## src/hw/status_sync_defines.vh

```
// Purpose: shared constants of the remote status and sync unit
// Assumes: included by bare name from the unit, the summary block and the bench, not the error queue
// Notes:   definitions only, no logic
`ifndef STATUS_SYNC_DEFINES_VH
`define STATUS_SYNC_DEFINES_VH

////////////////////////////////////////////////////////////////////////////
// register byte addresses on the apb (8-bit address space)
`define ADDR_STB 8'h00
`define ADDR_SRE 8'h04
`define ADDR_ESR 8'h08
`define ADDR_ESE 8'h0c
`define ADDR_PPE 8'h10
`define ADDR_CMD 8'h14
`define ADDR_ERRQ 8'h18
`define ADDR_SYNC 8'h1c

////////////////////////////////////////////////////////////////////////////
// status byte field positions
`define STB_ERRQ 2
`define STB_MAV 4
`define STB_ESB 5
`define STB_MSS 6

// standard event register: operation complete bit
`define ESR_OPC 0

// command register bits (write one to trigger)
`define CMD_OPC 0
`define CMD_OPCQ 1
`define CMD_WAI 2

// sync status register bits
`define SYNC_HOLD 0
`define SYNC_OPC 1
`define SYNC_OPCQ 2
`define SYNC_WAI 3
`define SYNC_IST 4

// error queue read word: code in low half, flags above
`define ERRQ_VALID 16
`define ERRQ_OVFL 17

////////////////////////////////////////////////////////////////////////////
// reset values and error codes (16-bit two's complement)
`define MASK_RST 8'h00
`define ERR_QUERY_INTERRUPTED 16'hfe66
`define ERR_QUERY_UNTERMINATED 16'hfe5c

`endif

```

## src/hw/error_queue.v

```verilog
// Purpose: first-in first-out store of error codes for readback
// Assumes: push and pop are one-cycle pulses on core_clk
// Notes:   a push into a full queue is dropped and flags overflow
`timescale 1ns/1ps
`default_nettype none

module error_queue
#(
  parameter WIDTH = 16,
  parameter DEPTH = 8,
  parameter AW = 3
)
(
  // clock and reset
  input wire core_clk,
  input wire sys_rst,
  // producer side
  input wire push,
  input wire [WIDTH-1:0] push_code,
  // consumer side
  input wire pop,
  output wire [WIDTH-1:0] head_code,
  output wire not_empty,
  output reg overflow
);

  reg [WIDTH-1:0] mem [0:DEPTH-1]; // stored codes
  reg [AW-1:0] wr_ptr; // next free slot
  reg [AW-1:0] rd_ptr; // oldest entry
  reg [AW:0] count; // entries held
  wire full; // no room left
  wire do_push; // push that is really stored
  wire do_pop; // pop of a real entry

  assign full = (count == DEPTH[AW:0]);
  assign not_empty = (count != {(AW+1){1'b0}});
  assign do_push = push & ~full;
  assign do_pop = pop & not_empty;
  assign head_code = mem[rd_ptr];

  ////////////////////////////////////////////////////////////////////////
  // storage: no reset, the count alone says what is valid
  always @(posedge core_clk)
  begin
    if (do_push)
    begin
      mem[wr_ptr] <= push_code;
    end
  end

  ////////////////////////////////////////////////////////////////////////
  // pointers, count and sticky overflow (cleared by a pop)
  always @(posedge core_clk)
  begin
    if (sys_rst)
    begin
      wr_ptr <= {AW{1'b0}};
      rd_ptr <= {AW{1'b0}};
      count <= {(AW+1){1'b0}};
      overflow <= 1'b0;
    end
    else
    begin
      if (do_push)
      begin
        wr_ptr <= (wr_ptr == DEPTH[AW-1:0] - 1'b1) ? {AW{1'b0}}
                                                   : wr_ptr + 1'b1;
      end
      if (do_pop)
      begin
        rd_ptr <= (rd_ptr == DEPTH[AW-1:0] - 1'b1) ? {AW{1'b0}}
                                                   : rd_ptr + 1'b1;
      end
      count <= count + {{AW{1'b0}}, do_push} - {{AW{1'b0}}, do_pop};
      // a lost entry must win over a pop in the same cycle
      if (push & full)
      begin
        overflow <= 1'b1;
      end
      else if (do_pop)
      begin
        overflow <= 1'b0;
      end
    end
  end

endmodule // error_queue

`default_nettype wire

```

## src/hw/remote_status_sync_unit.v

```verilog
// Purpose: status reporting and command sync of a remote-controlled
//          instrument, with registers reached over apb
// Assumes: command parser and output unit sit outside and use the
//          instrument-side ports; apb is synchronous to core_clk
// Notes:   one wait state on every apb access
`timescale 1ns/1ps
`default_nettype none
`include "status_sync_defines.vh"

module remote_status_sync_unit
#(
  parameter ERRQ_DEPTH = 8,
  parameter ERRQ_AW = 3
)
(
  // clock and reset
  input wire core_clk,
  input wire sys_rst,
  // apb slave
  input wire psel,
  input wire penable,
  input wire pwrite,
  input wire [7:0] paddr,
  input wire [31:0] pwdata,
  output reg [31:0] prdata,
  output reg pready,
  output reg pslverr,
  // instrument side: execution and output buffer state
  input wire exec_busy,
  input wire out_buf_avail,
  input wire out_data_pending,
  // instrument side: bus events
  input wire talker_addressed,
  input wire query_abort,
  input wire serial_poll,
  // instrument side: errors and other standard events
  input wire err_post,
  input wire [15:0] err_code,
  input wire [7:1] evt_in,
  // results toward the bus interface and parser
  output wire srq,
  output wire ist,
  output reg hold_exec,
  output reg opc_reply
);

  ////////////////////////////////////////////////////////////////////////
  // declarations

  // software-visible masks and event register
  reg [7:0] sre; // service request enable
  reg [7:0] ese; // event status enable
  reg [7:0] ppe; // parallel poll enable
  reg [7:0] esr; // standard event register, read clears
  // synchronisation state
  reg opc_pending; // operation-complete command waiting
  reg opcq_pending; // operation-complete query waiting
  reg wai_pending; // wait command holding execution
  // next values
  reg [7:0] next_esr;
  reg next_opc_pending;
  reg next_opcq_pending;
  reg next_wai_pending;
  reg next_opc_reply;
  reg [31:0] next_prdata;
  reg next_pslverr;
  // error queue feed
  reg err_push; // one error into the queue
  reg [15:0] err_push_code; // code of that error
  wire [15:0] errq_head; // oldest queued code
  wire errq_not_empty; // queue holds an entry
  wire errq_overflow; // an error was lost
  wire [7:0] stb; // status byte from the summary block
  // apb decode
  wire apb_setup_done; // access phase waiting for our answer
  wire apb_commit; // edge at which the master samples pready
  wire wr_commit; // write takes effect now
  wire rd_commit; // read data is taken now
  wire addr_known; // address hits a register
  wire cmd_opc; // operation-complete command written
  wire cmd_opcq; // operation-complete query written
  wire cmd_wai; // wait command written
  wire empty_talk; // talker with nothing to say
  wire abort_hit; // pending query interrupted

  ////////////////////////////////////////////////////////////////////////
  // apb handshake terms

  assign apb_setup_done = psel & penable & ~pready;
  assign apb_commit = psel & penable & pready;
  assign wr_commit = apb_commit & pwrite;
  assign rd_commit = apb_commit & ~pwrite;
  assign addr_known = (paddr == `ADDR_STB) | (paddr == `ADDR_SRE) |
                      (paddr == `ADDR_ESR) | (paddr == `ADDR_ESE) |
                      (paddr == `ADDR_PPE) | (paddr == `ADDR_CMD) |
                      (paddr == `ADDR_ERRQ) | (paddr == `ADDR_SYNC);

  // command strobes, all non-blocking for the parser unless it syncs
  assign cmd_opc = wr_commit & (paddr == `ADDR_CMD) & pwdata[`CMD_OPC];
  assign cmd_opcq = wr_commit & (paddr == `ADDR_CMD) & pwdata[`CMD_OPCQ];
  assign cmd_wai = wr_commit & (paddr == `ADDR_CMD) & pwdata[`CMD_WAI];

  // a pending opc query counts as data awaited from the database
  assign empty_talk = talker_addressed & ~out_buf_avail &
                      ~out_data_pending & ~opcq_pending;
  assign abort_hit = query_abort & opcq_pending;

  ////////////////////////////////////////////////////////////////////////
  // error source selection: own errors first; a colliding external
  // error is dropped, the parser must retry when that matters
  always @*
  begin
    err_push = 1'b0;
    err_push_code = 16'h0000;
    if (empty_talk)
    begin
      err_push = 1'b1;
      err_push_code = `ERR_QUERY_UNTERMINATED;
    end
    else if (abort_hit)
    begin
      err_push = 1'b1;
      err_push_code = `ERR_QUERY_INTERRUPTED;
    end
    else if (err_post)
    begin
      err_push = 1'b1;
      err_push_code = err_code;
    end
  end

  ////////////////////////////////////////////////////////////////////////
  // synchronisation sequencer and standard event register
  always @*
  begin
    next_opc_pending = opc_pending | cmd_opc;
    next_opcq_pending = opcq_pending | cmd_opcq;
    next_wai_pending = wai_pending | cmd_wai;
    next_opc_reply = 1'b0;
    next_esr = esr;
    // reading clears only the bits shown; events below still set
    if (rd_commit & (paddr == `ADDR_ESR))
    begin
      next_esr = esr & ~prdata[7:0];
    end
    next_esr[7:1] = next_esr[7:1] | evt_in;
    // completion waits for the earlier commands and for settling
    if (~exec_busy)
    begin
      if (opc_pending)
      begin
        next_esr[`ESR_OPC] = 1'b1;
        next_opc_pending = cmd_opc;
      end
      if (opcq_pending)
      begin
        next_esr[`ESR_OPC] = 1'b1;
        next_opc_reply = 1'b1;
        next_opcq_pending = cmd_opcq;
      end
      if (wai_pending)
      begin
        next_wai_pending = cmd_wai;
      end
    end
    // an interrupted query gives up its reply
    if (abort_hit)
    begin
      next_opc_reply = 1'b0;
      next_opcq_pending = cmd_opcq;
    end
  end

  // registers of the sequencer; hold is only raised by sync commands,
  // so every other command runs overlapped
  always @(posedge core_clk)
  begin
    if (sys_rst)
    begin
      esr <= 8'h00;
      opc_pending <= 1'b0;
      opcq_pending <= 1'b0;
      wai_pending <= 1'b0;
      opc_reply <= 1'b0;
      hold_exec <= 1'b0;
    end
    else
    begin
      esr <= next_esr;
      opc_pending <= next_opc_pending;
      opcq_pending <= next_opcq_pending;
      wai_pending <= next_wai_pending;
      opc_reply <= next_opc_reply;
      // apb stays open while held, so messages keep arriving
      hold_exec <= next_opcq_pending | next_wai_pending;
    end
  end

  ////////////////////////////////////////////////////////////////////////
  // mask registers written by software
  always @(posedge core_clk)
  begin
    if (sys_rst)
    begin
      sre <= `MASK_RST;
      ese <= `MASK_RST;
      ppe <= `MASK_RST;
    end
    else if (wr_commit)
    begin
      case (paddr)
        `ADDR_SRE: sre <= pwdata[7:0];
        `ADDR_ESE: ese <= pwdata[7:0];
        `ADDR_PPE: ppe <= pwdata[7:0];
        default: sre <= sre;
      endcase
    end
  end

  ////////////////////////////////////////////////////////////////////////
  // read data mux, sampled one cycle before the master takes it
  always @*
  begin
    next_prdata = 32'h0000_0000;
    next_pslverr = ~addr_known;
    case (paddr)
      `ADDR_STB: next_prdata[7:0] = stb;
      `ADDR_SRE: next_prdata[7:0] = sre;
      `ADDR_ESR: next_prdata[7:0] = esr;
      `ADDR_ESE: next_prdata[7:0] = ese;
      `ADDR_PPE: next_prdata[7:0] = ppe;
      `ADDR_ERRQ:
      begin
        // code reads as zero when nothing is queued
        next_prdata[15:0] = errq_not_empty ? errq_head : 16'h0000;
        next_prdata[`ERRQ_VALID] = errq_not_empty;
        next_prdata[`ERRQ_OVFL] = errq_overflow;
      end
      `ADDR_SYNC:
      begin
        next_prdata[`SYNC_HOLD] = hold_exec;
        next_prdata[`SYNC_OPC] = opc_pending;
        next_prdata[`SYNC_OPCQ] = opcq_pending;
        next_prdata[`SYNC_WAI] = wai_pending;
        next_prdata[`SYNC_IST] = ist;
      end
      default: next_prdata = 32'h0000_0000;
    endcase
  end

  ////////////////////////////////////////////////////////////////////////
  // apb answer: pready one cycle after the access phase opens
  always @(posedge core_clk)
  begin
    if (sys_rst)
    begin
      pready <= 1'b0;
      pslverr <= 1'b0;
      prdata <= 32'h0000_0000;
    end
    else if (apb_setup_done)
    begin
      pready <= 1'b1;
      pslverr <= next_pslverr;
      prdata <= pwrite ? 32'h0000_0000 : next_prdata;
    end
    else
    begin
      pready <= 1'b0;
      pslverr <= 1'b0;
      prdata <= 32'h0000_0000;
    end
  end

  ////////////////////////////////////////////////////////////////////////
  // error queue: the committed read of its word removes the entry
  error_queue
  #(
    .WIDTH(16),
    .DEPTH(ERRQ_DEPTH),
    .AW(ERRQ_AW)
  )
  u_error_queue
  (
    .core_clk(core_clk),
    .sys_rst(sys_rst),
    .push(err_push),
    .push_code(err_push_code),
    .pop(rd_commit & (paddr == `ADDR_ERRQ) & prdata[`ERRQ_VALID]),
    .head_code(errq_head),
    .not_empty(errq_not_empty),
    .overflow(errq_overflow)
  );

  ////////////////////////////////////////////////////////////////////////
  // status byte, service request and individual status
  status_summary u_status_summary
  (
    .core_clk(core_clk),
    .sys_rst(sys_rst),
    .esr(esr),
    .ese(ese),
    .sre(sre),
    .ppe(ppe),
    .mav(out_buf_avail),
    .errq_not_empty(errq_not_empty),
    .poll_clear(serial_poll),
    .stb(stb),
    .srq(srq),
    .ist(ist)
  );

endmodule // remote_status_sync_unit

`default_nettype wire

```

## src/hw/status_summary.v

```verilog
// Purpose: status byte, service request and individual status flag
// Assumes: all inputs synchronous to core_clk
// Notes:   outputs are registered, one cycle behind their causes
`timescale 1ns/1ps
`default_nettype none
`include "status_sync_defines.vh"

module status_summary
(
  // clock and reset
  input wire core_clk,
  input wire sys_rst,
  // sources
  input wire [7:0] esr,
  input wire [7:0] ese,
  input wire [7:0] sre,
  input wire [7:0] ppe,
  input wire mav,
  input wire errq_not_empty,
  input wire poll_clear,
  // results
  output reg [7:0] stb,
  output reg srq,
  output reg ist
);

  reg [7:0] prev_sum; // summary bits of the last cycle
  reg [7:0] sum_now; // summary bits without the request bit
  reg [7:0] sre_eff; // service enable with bit 6 forced off
  reg [7:0] rise; // enabled bits that went 0 to 1
  reg next_srq; // request latch next value
  reg [7:0] next_stb; // full status byte next value

  ////////////////////////////////////////////////////////////////////////
  // compose the status byte and find enabled rising bits
  always @*
  begin
    sum_now = 8'h00;
    sum_now[`STB_ERRQ] = errq_not_empty;
    sum_now[`STB_MAV] = mav;
    sum_now[`STB_ESB] = |(esr & ese);
    sre_eff = sre;
    sre_eff[`STB_MSS] = 1'b0;
    rise = sum_now & ~prev_sum & sre_eff;
    // a new request wins over a poll clearing the old one
    next_srq = (srq & ~poll_clear) | (|rise);
    next_stb = sum_now;
    next_stb[`STB_MSS] = next_srq;
  end

  ////////////////////////////////////////////////////////////////////////
  // registered outputs
  always @(posedge core_clk)
  begin
    if (sys_rst)
    begin
      prev_sum <= 8'h00;
      stb <= 8'h00;
      srq <= 1'b0;
      ist <= 1'b0;
    end
    else
    begin
      prev_sum <= sum_now;
      stb <= next_stb;
      srq <= next_srq;
      // bit 6 takes part here, unlike the service enable
      ist <= |(next_stb & ppe);
    end
  end

endmodule // status_summary

`default_nettype wire

```

## config.mk

```make
export PLATFORM = sky130hd
export DESIGN_NAME = remote_status_sync_unit
export DESIGN_NICKNAME = d
export VERILOG_FILES = /design/src/hw/error_queue.v /design/src/hw/remote_status_sync_unit.v /design/src/hw/status_summary.v
export VERILOG_INCLUDE_DIRS = /design/src /design/src/hw
export SDC_FILE = /design/constraint.sdc
export NUM_CORES = 1
export LEC_CHECK = 0
export BUFFER_PORTS_ARGS = -buffer_cell sky130_fd_sc_hd__buf_2
export CORE_ASPECT_RATIO = 1.5
export CORE_MARGIN = 5
export CORE_UTILIZATION = 30
export CTS_BUF_LIST = sky130_fd_sc_hd__clkbuf_16
export DETAILED_ROUTE_END_ITERATION = 16
export PLACE_DENSITY = 0.56
export SYNTH_ARGS = -nofsm -noshare
export SYNTH_HDL_FRONTEND = slang
export SYNTH_HIERARCHICAL = 1
export SYNTH_SLANG_ARGS = --single-unit
```

## constraint.sdc

```tcl
create_clock -name core_clk -period 4.2 [get_ports core_clk]
set_input_delay 0.63 -clock core_clk [delete_from_list [all_inputs] [get_ports core_clk]]
set_output_delay 0.63 -clock core_clk [all_outputs]
set_load 0.005 [all_outputs]
```

== Word level (Yosys, flattened, before mapping) ==
Memory sizes are Yosys's and may differ from the RTL's. A register that Yosys moved wholly into a read port is not among the register bits.
Cells that the tools add are included.

* Flip-flop bits (word level): 100
* Bits in writable memories: 128
* Bits of input ports: 75
* Word-level logic and storage cells: 135
* Memories: 1

* Add/subtract/negate cells: 4
* Eq/ne operators: 10
* Multiplexer cells: 30
* Bitwise logic cells: 51
* Reductions and logical operators: 14

{| class="wikitable"
|+ Memory list
! name !! depth !! width !! rd ports !! clocked after Yosys merged registers in !! write ports !! RTL line !! RTL
|-
| u_error_queue.mem || 8 || 16 || 1 || 1 || 1 || error_queue.v:27 || <nowiki>reg [WIDTH-1:0] mem [0:DEPTH-1];</nowiki>
|}

{| class="wikitable"
|+ Operators by type and width
! cell !! number
|-
| $mux 16 || 4
|-
| $pmux 5 s7 || 1
|-
| $eq 8x5->1 const B || 4
|-
| $and 8x8->8 || 3
|-
| $reduce_or 8->1 || 3
|-
| $and 1x1->1 || 20
|-
| $mux 1 || 19
|-
| $pmux 3 s6 || 1
|-
| $eq 8x4->1 const B || 2
|-
| $not 8->8 || 2
|-
| $mux 3 || 4
|-
| $or 1x1->1 || 12
|-
| $not 1->1 || 11
|-
| $and 6x8->8 || 1
|-
| $and 7x8->8 || 1
|-
| $eq 8x3->1 const B || 1
|-
| $logic_not 8->1 || 1
|-
| $mux 8 || 1
|-
| $or 7x7->7 || 1
|-
| $add 3x1->3 const B || 2
|-
| $eq 3x3->1 const B || 2
|-
| $reduce_and 2->1 || 3
|-
| $reduce_or 3->1 || 2
|-
| $reduce_or 5->1 || 1
|-
| other kinds (7) || 7
|}

== Logic depth before layout (Yosys ltp) ==
Gate-level depths: netlist (run 1).

* Word-level depth: 10
* Mapped depth: 13
* Mapped depth without buffers: 10

== Modules after synthesis ==
Netlist (run 1), hierarchy kept.

{| class="wikitable"
|+ By module, submodules not included
! module !! times used !! cells each !! area an instance (µm²) !! seq. area each (µm²)
|-
| error_queue || 1 || 271 || 5,695.5 || 4,124.0
|-
| remote_status_sync_unit || 1 || 320 || 2,821.5 || 1,141.1
|-
| status_summary || 1 || 33 || 297.8 || 100.1
|}

== Least setup slack after synthesis (run 1) ==
OpenSTA, ideal clock, no wires.

* Path type: input to register
* Start: in out_data_pending
* End: mem u_error_queue.mem[0][0], enable pin
* Library setup time: 0.430 ns
* Arrival: 3.571 ns
* Data required time: 3.770 ns
* Path slack: 0.199 ns
* Stages: 6
* Cells stage by stage: nor4b_1 nand2b_1 clkbuf_1 or2_2 nand2_2 nor4_1

* Word-level cells in the longest chain between the ends: 7

{| class="wikitable"
|+ Ends and longest elaborated chain
! what !! RTL line !! RTL
|-
| start, declared || remote_status_sync_unit.v:31 || <nowiki>input wire out_data_pending,</nowiki>
|-
| $not 1->1 || remote_status_sync_unit.v:105 || <nowiki>~out_data_pending & ~opcq_pending;</nowiki>
|-
| $and 1x1->1 || remote_status_sync_unit.v:104 || <nowiki>assign empty_talk = talker_addressed & ~out_buf_avail &</nowiki>
|-
| $and 1x1->1 || remote_status_sync_unit.v:105 ||
|-
| $mux 1 || remote_status_sync_unit.v:115 || <nowiki>if (empty_talk)</nowiki>
|-
| via err_push || remote_status_sync_unit.v:68 || <nowiki>reg err_push;</nowiki>
|-
| $and 1x1->1 || error_queue.v:37 || <nowiki>assign do_push = push & ~full;</nowiki>
|-
| $mux 1 || error_queue.v:45 || <nowiki>if (do_push)</nowiki>
|-
| $mux 1 (implied by the code) || error_queue.v:47 || <nowiki>mem[wr_ptr] <= push_code;</nowiki>
|-
| end, declared || error_queue.v:27 ||
|}

The timed path passes the listed nets, and every way through them passes these cells.

== Final worst setup path (run 1) ==
* Start: in paddr[1]
* End: reg u_error_queue.count[2]

* Word-level cells in the longest chain between the ends: 5

{| class="wikitable"
|+ Ends and longest elaborated chain
! what !! RTL line !! RTL
|-
| start, declared || remote_status_sync_unit.v:23 || <nowiki>input wire [7:0] paddr,</nowiki>
|-
| $eq 8x5->1 || n/a ||
|-
| $and 1x1->1 (2 in a row) || remote_status_sync_unit.v:289 || <nowiki>.pop(rd_commit & (paddr == `ADDR_ERRQ) & prdata[`ERRQ_VALID]),</nowiki>
|-
| $and 1x1->1 || error_queue.v:38 || <nowiki>assign do_pop = pop & not_empty;</nowiki>
|-
| $sub 4x1->4 || error_queue.v:74 || <nowiki>count <= count + {{AW{1'b0}}, do_push} - {{AW{1'b0}}, do_pop};</nowiki>
|-
| end signal, assigned || error_queue.v:59 || <nowiki>count <= {(AW+1){1'b0}};</nowiki>
|-
| end signal, assigned || error_queue.v:74 ||
|-
| end, declared || error_queue.v:30 || <nowiki>reg [AW:0] count;</nowiki>
|}

Every way passes these cells.
A chain may end at the register's enable or synchronous reset.

==> results of run 1 <==
layout by cell type, fill, tap and decap left out, drive strengths merged, types with 8 or more instances in the layout:
cell / instances
a21o: 9
edfxtp: 128
nand2: 17
o21ai: 18
and2: 15
ha: 9
conb: 18
nand2b: 19
nor3b: 10
a22oi: 13
nor3: 18
nor2: 52
mux2: 18
mux4: 33
nand3: 12
buf: 91
inv: 21
dfxtp: 76
mux2i: 37
a21oi: 15
clkbuf: 22
clkinv: 8
worst max-delay path: stages:
cell and delay (ps):
buf_2 100, or4_4 590, or2_2 350, nor3_1 330
and2_1 210, xnor2_1 130, ha_1 200, inv_1 60
fa_1 370, xor2_1 140, nor2_1 50
metrics by stage:
stage / area [µm²] / hold WS [ps] / std cells / util (%) / power [W]
after floorplan: 8870 / 410 / 640 / - / 0.00264
after global placement: 9590 / 440 / 1075 / 32.7 / 0.00279
after detailed placement: 9590 / 439 / 1075 / 32.7 / 0.00280
after CTS: 10300 / 355 / 1115 / 35.0 / 0.00460
after global routing: 10300 / 378 / 1115 / 35.0 / 0.00474
final: 10300 / 378 / 1115 / 35.0 / 0.00454
sequential cells by signal, indices dropped and copies added, names as in the netlist, 3 cells and up, named ones only:
name,flops
ese,8
u_error_queue/mem,128
sre,8
u_status_summary/stb,4
esr,8
u_error_queue/wr_ptr,3
ppe,8
u_error_queue/rd_ptr,3
prdata,18
u_error_queue/count,4
area by class of cell:
cell class,instances,share of cell area [%]
Clock buffer,22,5.37
Tap cell,395,4.82
Multi-Input combinational cell,371,31.0
Inverter,14,0.512
Timing Repair Buffer,91,4.85
Clock inverter,18,1.18
Sequential cell,204,52.3
kinds of logic after synthesis:
family	Yosys count
adder cells (fa/ha/maj)	10
buffers and inverters	65
other	2
AO/OA/AOI/OAI	69
AND/OR/NAND/NOR	184
multiplexers	88
XOR/XNOR	2
flip-flops	204
path summary, 6_finish.rpt:
kind	to	cells after the start
worst max-delay path	u_error_queue/count[2]	11
worst min register to register	prdata[17]	2
worst min-delay path	opc_reply	2
worst max register to register	u_error_queue/count[2]	11
per-layer routing:
| metal | GRT usage, % | up-vias |
|---|---|---|
| li1 | - | 2483 |
| met1 | 14.5 | 2562 |
| met2 | 22.2 | 106 |
| met3 | 1.75 | 31 |
| met4 | 4.06 | 0 |
| met5 | 0 | - |
where the power goes:
group / total, W / internal [W] / leakage [nW] / switching, W
Combinational: 0.000456 / 0.000187 / 1.62 / 0.000269
Sequential: 0.00229 / 0.00225 / 1.80 / 0.0000414
Clock: 0.00179 / 0.00102 / 0.349 / 0.000769
Total: 0.00454 / 0.00346 / 3.77 / 0.00108
==> flow_metrics.tcl, run 1 <==
set metrics [dict create \
    yosysTopAreaCell "edfxtp_1" \
    p_leak_nw 3.77 \
    yosys.area_share.simple_pct 11.9 \
    first_iter_violations 181 \
    die_y_um 220 \
    synth.distinct_cells 60 \
    synthesis.area_um2 8810 \
    post-route-period-util_pct 66.8 \
    yosysMostFrequentCell "edfxtp_1" \
    via_count 5182 \
    synth_compound_area_share_pct 5.37 \
    ys_seq_area_share_pct 60.9 \
    route.met2.wl_um 10300 \
    synthArstFlopShare_pct 0 \
    setup_slack_ps 1400 \
    die_w_um 150 \
    cp-startpoint "paddr[1]" \
    synthMuxAreaShare_pct 16.0 \
    r2r_start "opcq_pending" \
    syn_avg_cell_area_um2 14.1 \
    cts-buffers-inserted 22 \
    grt_usage_pct 12.1 \
    synth-edff-count 128 \
    hold_class "in -> reg" \
    drc 0 \
    dieArea_um2 33000 \
    synth-main-ff-cell "edfxtp_1" \
    path_class "in -> reg" \
    clk_path_buf_depth 3 \
    rsz0062_at_grt "false" \
    clkSinkCount 204 \
    critPathRequiredTime_ps 4550 \
    dr.pass1.iters 4 \
    routabilityCongestion 0.790 \
    startpoint_type "primary input" \
    min-delay-start "exec_busy" \
    worst_pin_slew_ps 1190 \
    tritoncts "built" \
    clk_latency_ps 500 \
    grt_antenna_before_repair 0 \
    grt_pass1_wl_um 30800 \
    drt_wl_total_um 20000 \
    r2r_setup_slack_ps 1610 \
    syn_inst 624 \
    status "finished clean" \
    maxSlewViolCount 0 \
    synth_top_family_by_area "multiplexers" \
    cts_setup_buffers 0 \
    wl_met1_um 8270 \
    min_period_ps 2800 \
    grt_max_degree 63 \
    multi_input_area_um2 3180 \
    rows 77 \
    cp_max_fo 8 \
    avgRoutedWirePerCell_um 17.9 \
    slew_headroom_pct 20.4 \
    cts_root_buf "clkbuf_16" \
    hold_buffers 0 \
    n_antenna_cell 0 \
    core_area_um2 29300 \
    fin_setup_tns_ps 0 \
    maxCapViolations 0 \
    h-tree-depth 1 \
    start_util_pct 30.1 \
    synth_top_cell_area_share_pct 43.6 \
    irDropWorstVdd_uv 260 \
    highest_layer "met4" \
    yosys-top-cells-area "edfxtp_1 (44%), dfxtp_1 (17%), mux4_1 (7.5%)" \
    ios 113 \
    synth_fa_ha_area_share_pct 1.50 \
    clk_pin_slew_worst_paths_ps 60 \
    report.final.setup_viol 0 \
    ys_warn_count 6 \
    vias_per_cell 4.65 \
    layout.nets 789 \
    fmax_ghz 0.357 \
    seq_area_um2 5370 \
    power.density_nw_per_um2 442 \
    cts-resized-gates 0 \
    port-buffer-count 74 \
    arrival_ps 3150 \
    grt_pass1_vias 5419 \
    grt_overflow 0 \
    detail-route-antenna-nets 0 \
    dp_hpwl_um 13300 \
    end_kind "flip-flop" \
    fillers 2905 \
    synthXorXnorAreaFrac_pct 0.199 \
    finalHoldViolCount 0 \
    synth-seq-cells 204 \
    dp_slack_ps 861 \
    drive_above_1_share_pct 25.1 \
    synthTopCellsByCount "edfxtp_1 (128), dfxtp_1 (76), nor2_1 (52)" \
    syn_to_final_growth_pct 16.4 \
    wl_met3_um 822 \
    clock-skew-final_ps 14.2 \
]
(Power assumes the default switching activity.)
==> run 2, diff against run 1 <==
--- a/config.mk
+++ b/config.mk
@@ -6,13 +6,14 @@
 export SDC_FILE = /design/constraint.sdc
 export NUM_CORES = 1
 export LEC_CHECK = 0
+export ABC_AREA = 1
 export BUFFER_PORTS_ARGS = -buffer_cell sky130_fd_sc_hd__buf_2
 export CORE_ASPECT_RATIO = 1.5
 export CORE_MARGIN = 5
 export CORE_UTILIZATION = 30
 export CTS_BUF_LIST = sky130_fd_sc_hd__clkbuf_16
 export DETAILED_ROUTE_END_ITERATION = 16
-export PLACE_DENSITY = 0.56
+export PLACE_DENSITY = 0.54
 export SYNTH_ARGS = -nofsm -noshare
 export SYNTH_HDL_FRONTEND = slang
 export SYNTH_HIERARCHICAL = 1
==> constraint.sdc (replaced) <==
create_clock -name core_clk -period 2.8 [get_ports core_clk]
set_input_delay 0.42 -clock core_clk [delete_from_list [all_inputs] [get_ports core_clk]]
set_output_delay 0.42 -clock core_clk [all_outputs]
set_load 0.005 [all_outputs]
==> flow_metrics.tcl, run 2 <==
set metrics [dict create \
    status "finished clean" \
    grt_overflow 0 \
    hold_class "in -> reg" \
    rsz0062_at_grt "false" \
    synthTopCellsByCount "nand2_1 (363), inv_1 (191), edfxtp_1 (128)" \
    min_period_ps 2300 \
    syn_inst 1142 \
    seq_area_um2 5370 \
    synth.distinct_cells 34 \
    arrival_ps 2690 \
    cp_slowest_cell "dfxtp_1" \
    critPathRequiredTime_ps 3190 \
    critPathMaxStageDelay_ps 430 \
    ios 113 \
    power.density_nw_per_um2 659 \
    maxSlewViolCount 0 \
    largest_reg_flops 128 \
    grt_pass1_wl_um 38700 \
    grt_usage_pct 13.8 \
    end_kind "flip-flop" \
    vias_per_cell 4.39 \
    slew_headroom_pct 53.4 \
    synth_compound_area_share_pct 3.27 \
    syn_avg_cell_area_um2 8.34 \
    cp_top_family "simple AND/OR/NAND/NOR gates" \
    via_count 7259 \
    finalHoldViolCount 0 \
    synth-edff-count 128 \
    synthXorXnorAreaFrac_pct 0.0919 \
    cts-resized-gates 0 \
    cp_num_buf_inv 2 \
    clock-skew-final_ps 8.76 \
    syn_to_final_growth_pct 16.1 \
    crit_path_frequent_cell "nand2_1" \
    grt_pass1_vias 7315 \
    clk_pin_slew_worst_paths_ps 60 \
    clk_latency_ps 520 \
    synthArstFlopShare_pct 0 \
    yosysTopAreaCell "edfxtp_1" \
    ys_warn_count 6 \
    worst_pin_slew_ps 700 \
    ys_seq_area_share_pct 56.3 \
    synth-main-ff-cell "edfxtp_1" \
    layout.nets 1314 \
    startpoint_type "flip-flop" \
    clkSinkCount 204 \
    clk_path_buf_depth 3 \
    yosys.area_share.simple_pct 27.3 \
    cp_max_fo 5 \
    drc 0 \
    routabilityCongestion 0.848 \
    final_cell_mix "nand2_1 (363), inv_1 (199), edfxtp_1 (128)" \
    fmax_ghz 0.434 \
    dr.pass1.iters 5 \
    dieArea_um2 35500 \
    cts_root_buf "clkbuf_16" \
    final_common_cell "nand2_1" \
    dp_slack_ps 208 \
    yosysMostFrequentCell "nand2_1" \
    maxCapViolations 0 \
    synthesis.area_um2 9530 \
    start_util_pct 30.1 \
    report.final.setup_viol 0 \
    synth_top_family_by_area "simple AND/OR/NAND/NOR gates" \
    cts-buffers-inserted 22 \
    core_area_um2 31600 \
    detail-route-antenna-nets 0 \
    fin_setup_tns_ps 0 \
    die_w_um 156 \
    whs_ps 105 \
    synth_fa_ha_area_share_pct 1.39 \
    synthMuxAreaShare_pct 0 \
    fillers 3344 \
    synth_top_cell_area_share_pct 40.3 \
    hold_buffers 0 \
    post-route-period-util_pct 82.2 \
    reg_top3 "u_error_queue/mem (128), prdata (18)" \
    multi_input_area_um2 3120 \
    drt_wl_total_um 24400 \
    n_antenna_cell 0 \
    h-tree-depth 1 \
    cts_setup_buffers 0 \
    first_iter_violations 388 \
    top_register "u_error_queue/mem" \
    path_class "reg -> reg" \
    synth-seq-cells 204 \
    dp_hpwl_um 16600 \
    tritoncts "built" \
    drive_above_1_share_pct 13.3 \
    yosys-top-cells-area "edfxtp_1 (40%), dfxtp_1 (16%), nand2_1 (14%)" \
    grt_antenna_before_repair 0 \
    avgRoutedWirePerCell_um 14.7 \
    rows 80 \
    grt_max_degree 65 \
    irDropWorstVdd_uv 397 \
    setup_slack_ps 498 \
    die_y_um 228 \
    p_leak_nw 5.24 \
    path_cells "inv_1 -> and3_1 -> nor2_1 -> nand2_1 -> nand2_1 -> nand3_1 -> nand2_1 -> ha_1 -> inv_1 -> fa_1 -> xor2_1 -> nor2_1" \
    port-buffer-count 74 \
]
run 2: cells by family after synthesis:
family          after synthesis
compound gates               59
xor+xnor                      1
fa+ha+maj                    10
buf+inv                     248
flops                       204
other cells                   2
simple gates                618
run 2: where the power goes:
| part | switching [W] | total (W) | internal (W) |
|---|---|---|---|
| Combinational | 0.000571 | 0.000829 | 0.000258 |
| Sequential | 0.0000625 | 0.00348 | 0.00342 |
| Clock | 0.00119 | 0.00298 | 0.00179 |
run 2: area by class of cell:
type | count | area share (%)
Inverter | 196 | 6.67
Tap cell | 410 | 4.64
Timing Repair Buffer | 99 | 5.16
Sequential cell | 204 | 48.5
Clock buffer | 25 | 5.65
Clock inverter | 15 | 1.15
Multi-Input combinational cell | 706 | 28.2
run 2: worst paths after layout:
path	from	end	slack (ps)	cells after the start
min reg2reg	sre[1]	sre[1]	460	2
max	opcq_pending	u_error_queue/count[2]	500	12
max reg2reg	opcq_pending	u_error_queue/count[2]	500	12
min	evt_in[5]	esr[5]	110	3
run 2: metal layers:
metal / part of all wire [%] / wire, µm / vias to the layer above / track usage (%)
li1: - / - / 3690 / -
met1: 41 / 9930 / 3320 / 16.4
met2: 50 / 12300 / 198 / 24.6
met3: 5.8 / 1420 / 51 / 2.39
met4: 3.1 / 753 / 0 / 4.93
met5: 0 / 0 / - / 0
run 2: through the flow:
stage | area (µm²) | utilization (%) | std cells | power (W)
2_1_floorplan | 9590 | - | 1158 | 0.00411
3_3_place_gp | 10300 | 32.6 | 1615 | 0.00437
3_5_place_dp | 10300 | 32.6 | 1615 | 0.00439
4_1_cts | 11100 | 35.0 | 1655 | 0.00739
5_1_grt | 11100 | 35.0 | 1655 | 0.00765
6_report | 11100 | 35.0 | 1655 | 0.00729
run 2: worst register-to-register path, delay by kind of cell, from the launching register on:
kind          cells  cell delay [ps]
buf+inv           2              160
simple gates      7              920
xor+xnor          1              140
fa+ha+maj         2              530
flops             1              430
==> run 3, diff against run 2 <==
==> constraint.sdc (replaced) <==
create_clock -name core_clk -period 2.4 [get_ports core_clk]
set_input_delay 0.36 -clock core_clk [delete_from_list [all_inputs] [get_ports core_clk]]
set_output_delay 0.36 -clock core_clk [all_outputs]
set_load 0.005 [all_outputs]
==> flow_metrics.tcl, run 3 (synthesis gave the netlist of run 2 again) <==
set metrics [dict create \
    p_switching_w 0.00208 \
    routabilityCongestion 0.851 \
    via_count 7222 \
    grt_pass1_vias 7227 \
    path_class "reg -> reg" \
    first_iter_violations 412 \
    cts-resized-gates 0 \
    grt_max_degree 65 \
    maxSlewViolCount 0 \
    cts_setup_buffers 0 \
    grt_overflow 0 \
    port-buffer-count 74 \
    dp_slack_ps 131 \
    post-route-period-util_pct 83.5 \
    slew_headroom_pct 59.9 \
    n_antenna_cell 0 \
    fillers 3324 \
    report.final.setup_viol 0 \
    drc 0 \
    worst_pin_slew_ps 599 \
    drt_wl_total_um 24500 \
    cp_max_fo 6 \
    clock-skew-final_ps 12.2 \
    whs_ps 64.2 \
    end_kind "flip-flop" \
    finalHoldViolCount 0 \
    dpl_cell_area_um2 10500 \
    vias_per_cell 4.34 \
    startpoint_type "flip-flop" \
    core_area_um2 31600 \
    tritoncts "built" \
    irDropWorstVdd_uv 466 \
    status "finished clean" \
    cts-buffers-inserted 21 \
    multi_input_area_um2 3120 \
    grt_antenna_before_repair 1 \
    power.density_nw_per_um2 736 \
    h-tree-depth 1 \
    top_register "u_error_queue/mem" \
    p_seq_share_pct 49.6 \
    ios 113 \
    arrival_ps 2390 \
    die_w_um 156 \
    dp_hpwl_um 16800 \
    maxCapViolations 0 \
    clk_path_buf_depth 3 \
    die_y_um 228 \
    min_period_ps 2000 \
    reg_top3 "u_error_queue/mem (128), prdata (18)" \
    power.internal_w 0.00611 \
    rows 80 \
    hold_buffers 0 \
    pwr-share-clk_pct 38.0 \
    postLayoutCellArea_um2 11100 \
    dieArea_um2 35500 \
    cts_root_buf "clkbuf_16" \
    grt_usage_pct 13.8 \
    switching_share_pct 25.4 \
    setup_slack_ps 395 \
    final_common_cell "nand2_1" \
    fmax_ghz 0.499 \
    p_leak_nw 5.25 \
    seq_area_um2 5370 \
    p_comb_share_pct 12.4 \
    syn_to_final_growth_pct 16.9 \
    grt_pass1_wl_um 38800 \
    final_cell_mix "nand2_1 (363), inv_1 (196), edfxtp_1 (128)" \
    hold_class "in -> reg" \
    clkSinkCount 204 \
    largest_reg_flops 128 \
    rsz0062_at_grt "false" \
    dr.pass1.iters 5 \
    detail-route-antenna-nets 0 \
    avgRoutedWirePerCell_um 14.7 \
    fin_setup_tns_ps 0 \
    start_util_pct 30.1 \
    clk_pin_slew_worst_paths_ps 60 \
    layout.nets 1324 \
    drive_above_1_share_pct 13.8 \
    critPathRequiredTime_ps 2790 \
    clk_latency_ps 510 \
]
run 3: changes by cell type in the layout (fill, tap and decap cells not counted), moves of 2 or more:
cell	previous run	this run
buf_12	1	8
buf_4	24	28
clkinv_1	0	4
clkbuf_16	25	22
inv_1	199	196
inv_4	2	0
run 3: stage by stage:
step / util [%] / instances / power (W)
finish: 35.2 / 1664 / 0.00820
global route: 35.2 / 1664 / 0.00863
CTS: 35.2 / 1664 / 0.00833
detailed placement: 33.1 / 1626 / 0.00517
global placement: 33.1 / 1626 / 0.00515
floorplan: - / 1158 / 0.00479
run 3: worst paths after layout:
kind                startpoint                endpoint  slack, ps  cells after the start
setup reg to reg  opcq_pending  u_error_queue/count[2]        400                     13
hold / removal       evt_in[5]                  esr[5]         60                      3
setup / recovery  opcq_pending  u_error_queue/count[2]        400                     13
hold reg to reg         sre[1]                  sre[1]        450                      2
run 3: worst max-delay path, stage by stage (launching register included):
cell	delay, ps
dfxtp_1	310
inv_1	80
and3_1	280
nor2_1	70
nand2_1	80
nand2_1	80
inv_2	100
nand2_1	50
nand2_1	70
ha_1	160
inv_1	50
fa_1	370
xor2_1	140
nor2_1	50
run 3: routing by layer:
| metal | up-vias | part of all wire [%] | GRT usage (%) |
|---|---|---|---|
| met1 | 3276 | 41 | 16.5 |
| met3 | 45 | 4.8 | 1.90 |
| li1 | 3710 | - | - |
| met2 | 189 | 51 | 25.1 |
| met5 | - | 0.029 | 0 |
| met4 | 2 | 3.0 | 4.68 |
run 3: area by class of cell:
class	count	area share (%)
well taps	410	4.61
repair buffers	110	6.65
clock inverters	16	0.922
multi-input cells	706	28.0
inverters	196	6.63
clock buffers	22	4.94
flip-flops and latches	204	48.2
run 3: power groups by stage:
stage | logic, W | registers [W] | clock network, W
2_1_floorplan | 0.000666 | 0.00412 | 0
3_3_place_gp | 0.00102 | 0.00413 | 0
3_5_place_dp | 0.00103 | 0.00414 | 0
4_1_cts | 0.00104 | 0.00406 | 0.00322
5_1_grt | 0.00118 | 0.00408 | 0.00337
6_report | 0.00102 | 0.00406 | 0.00312
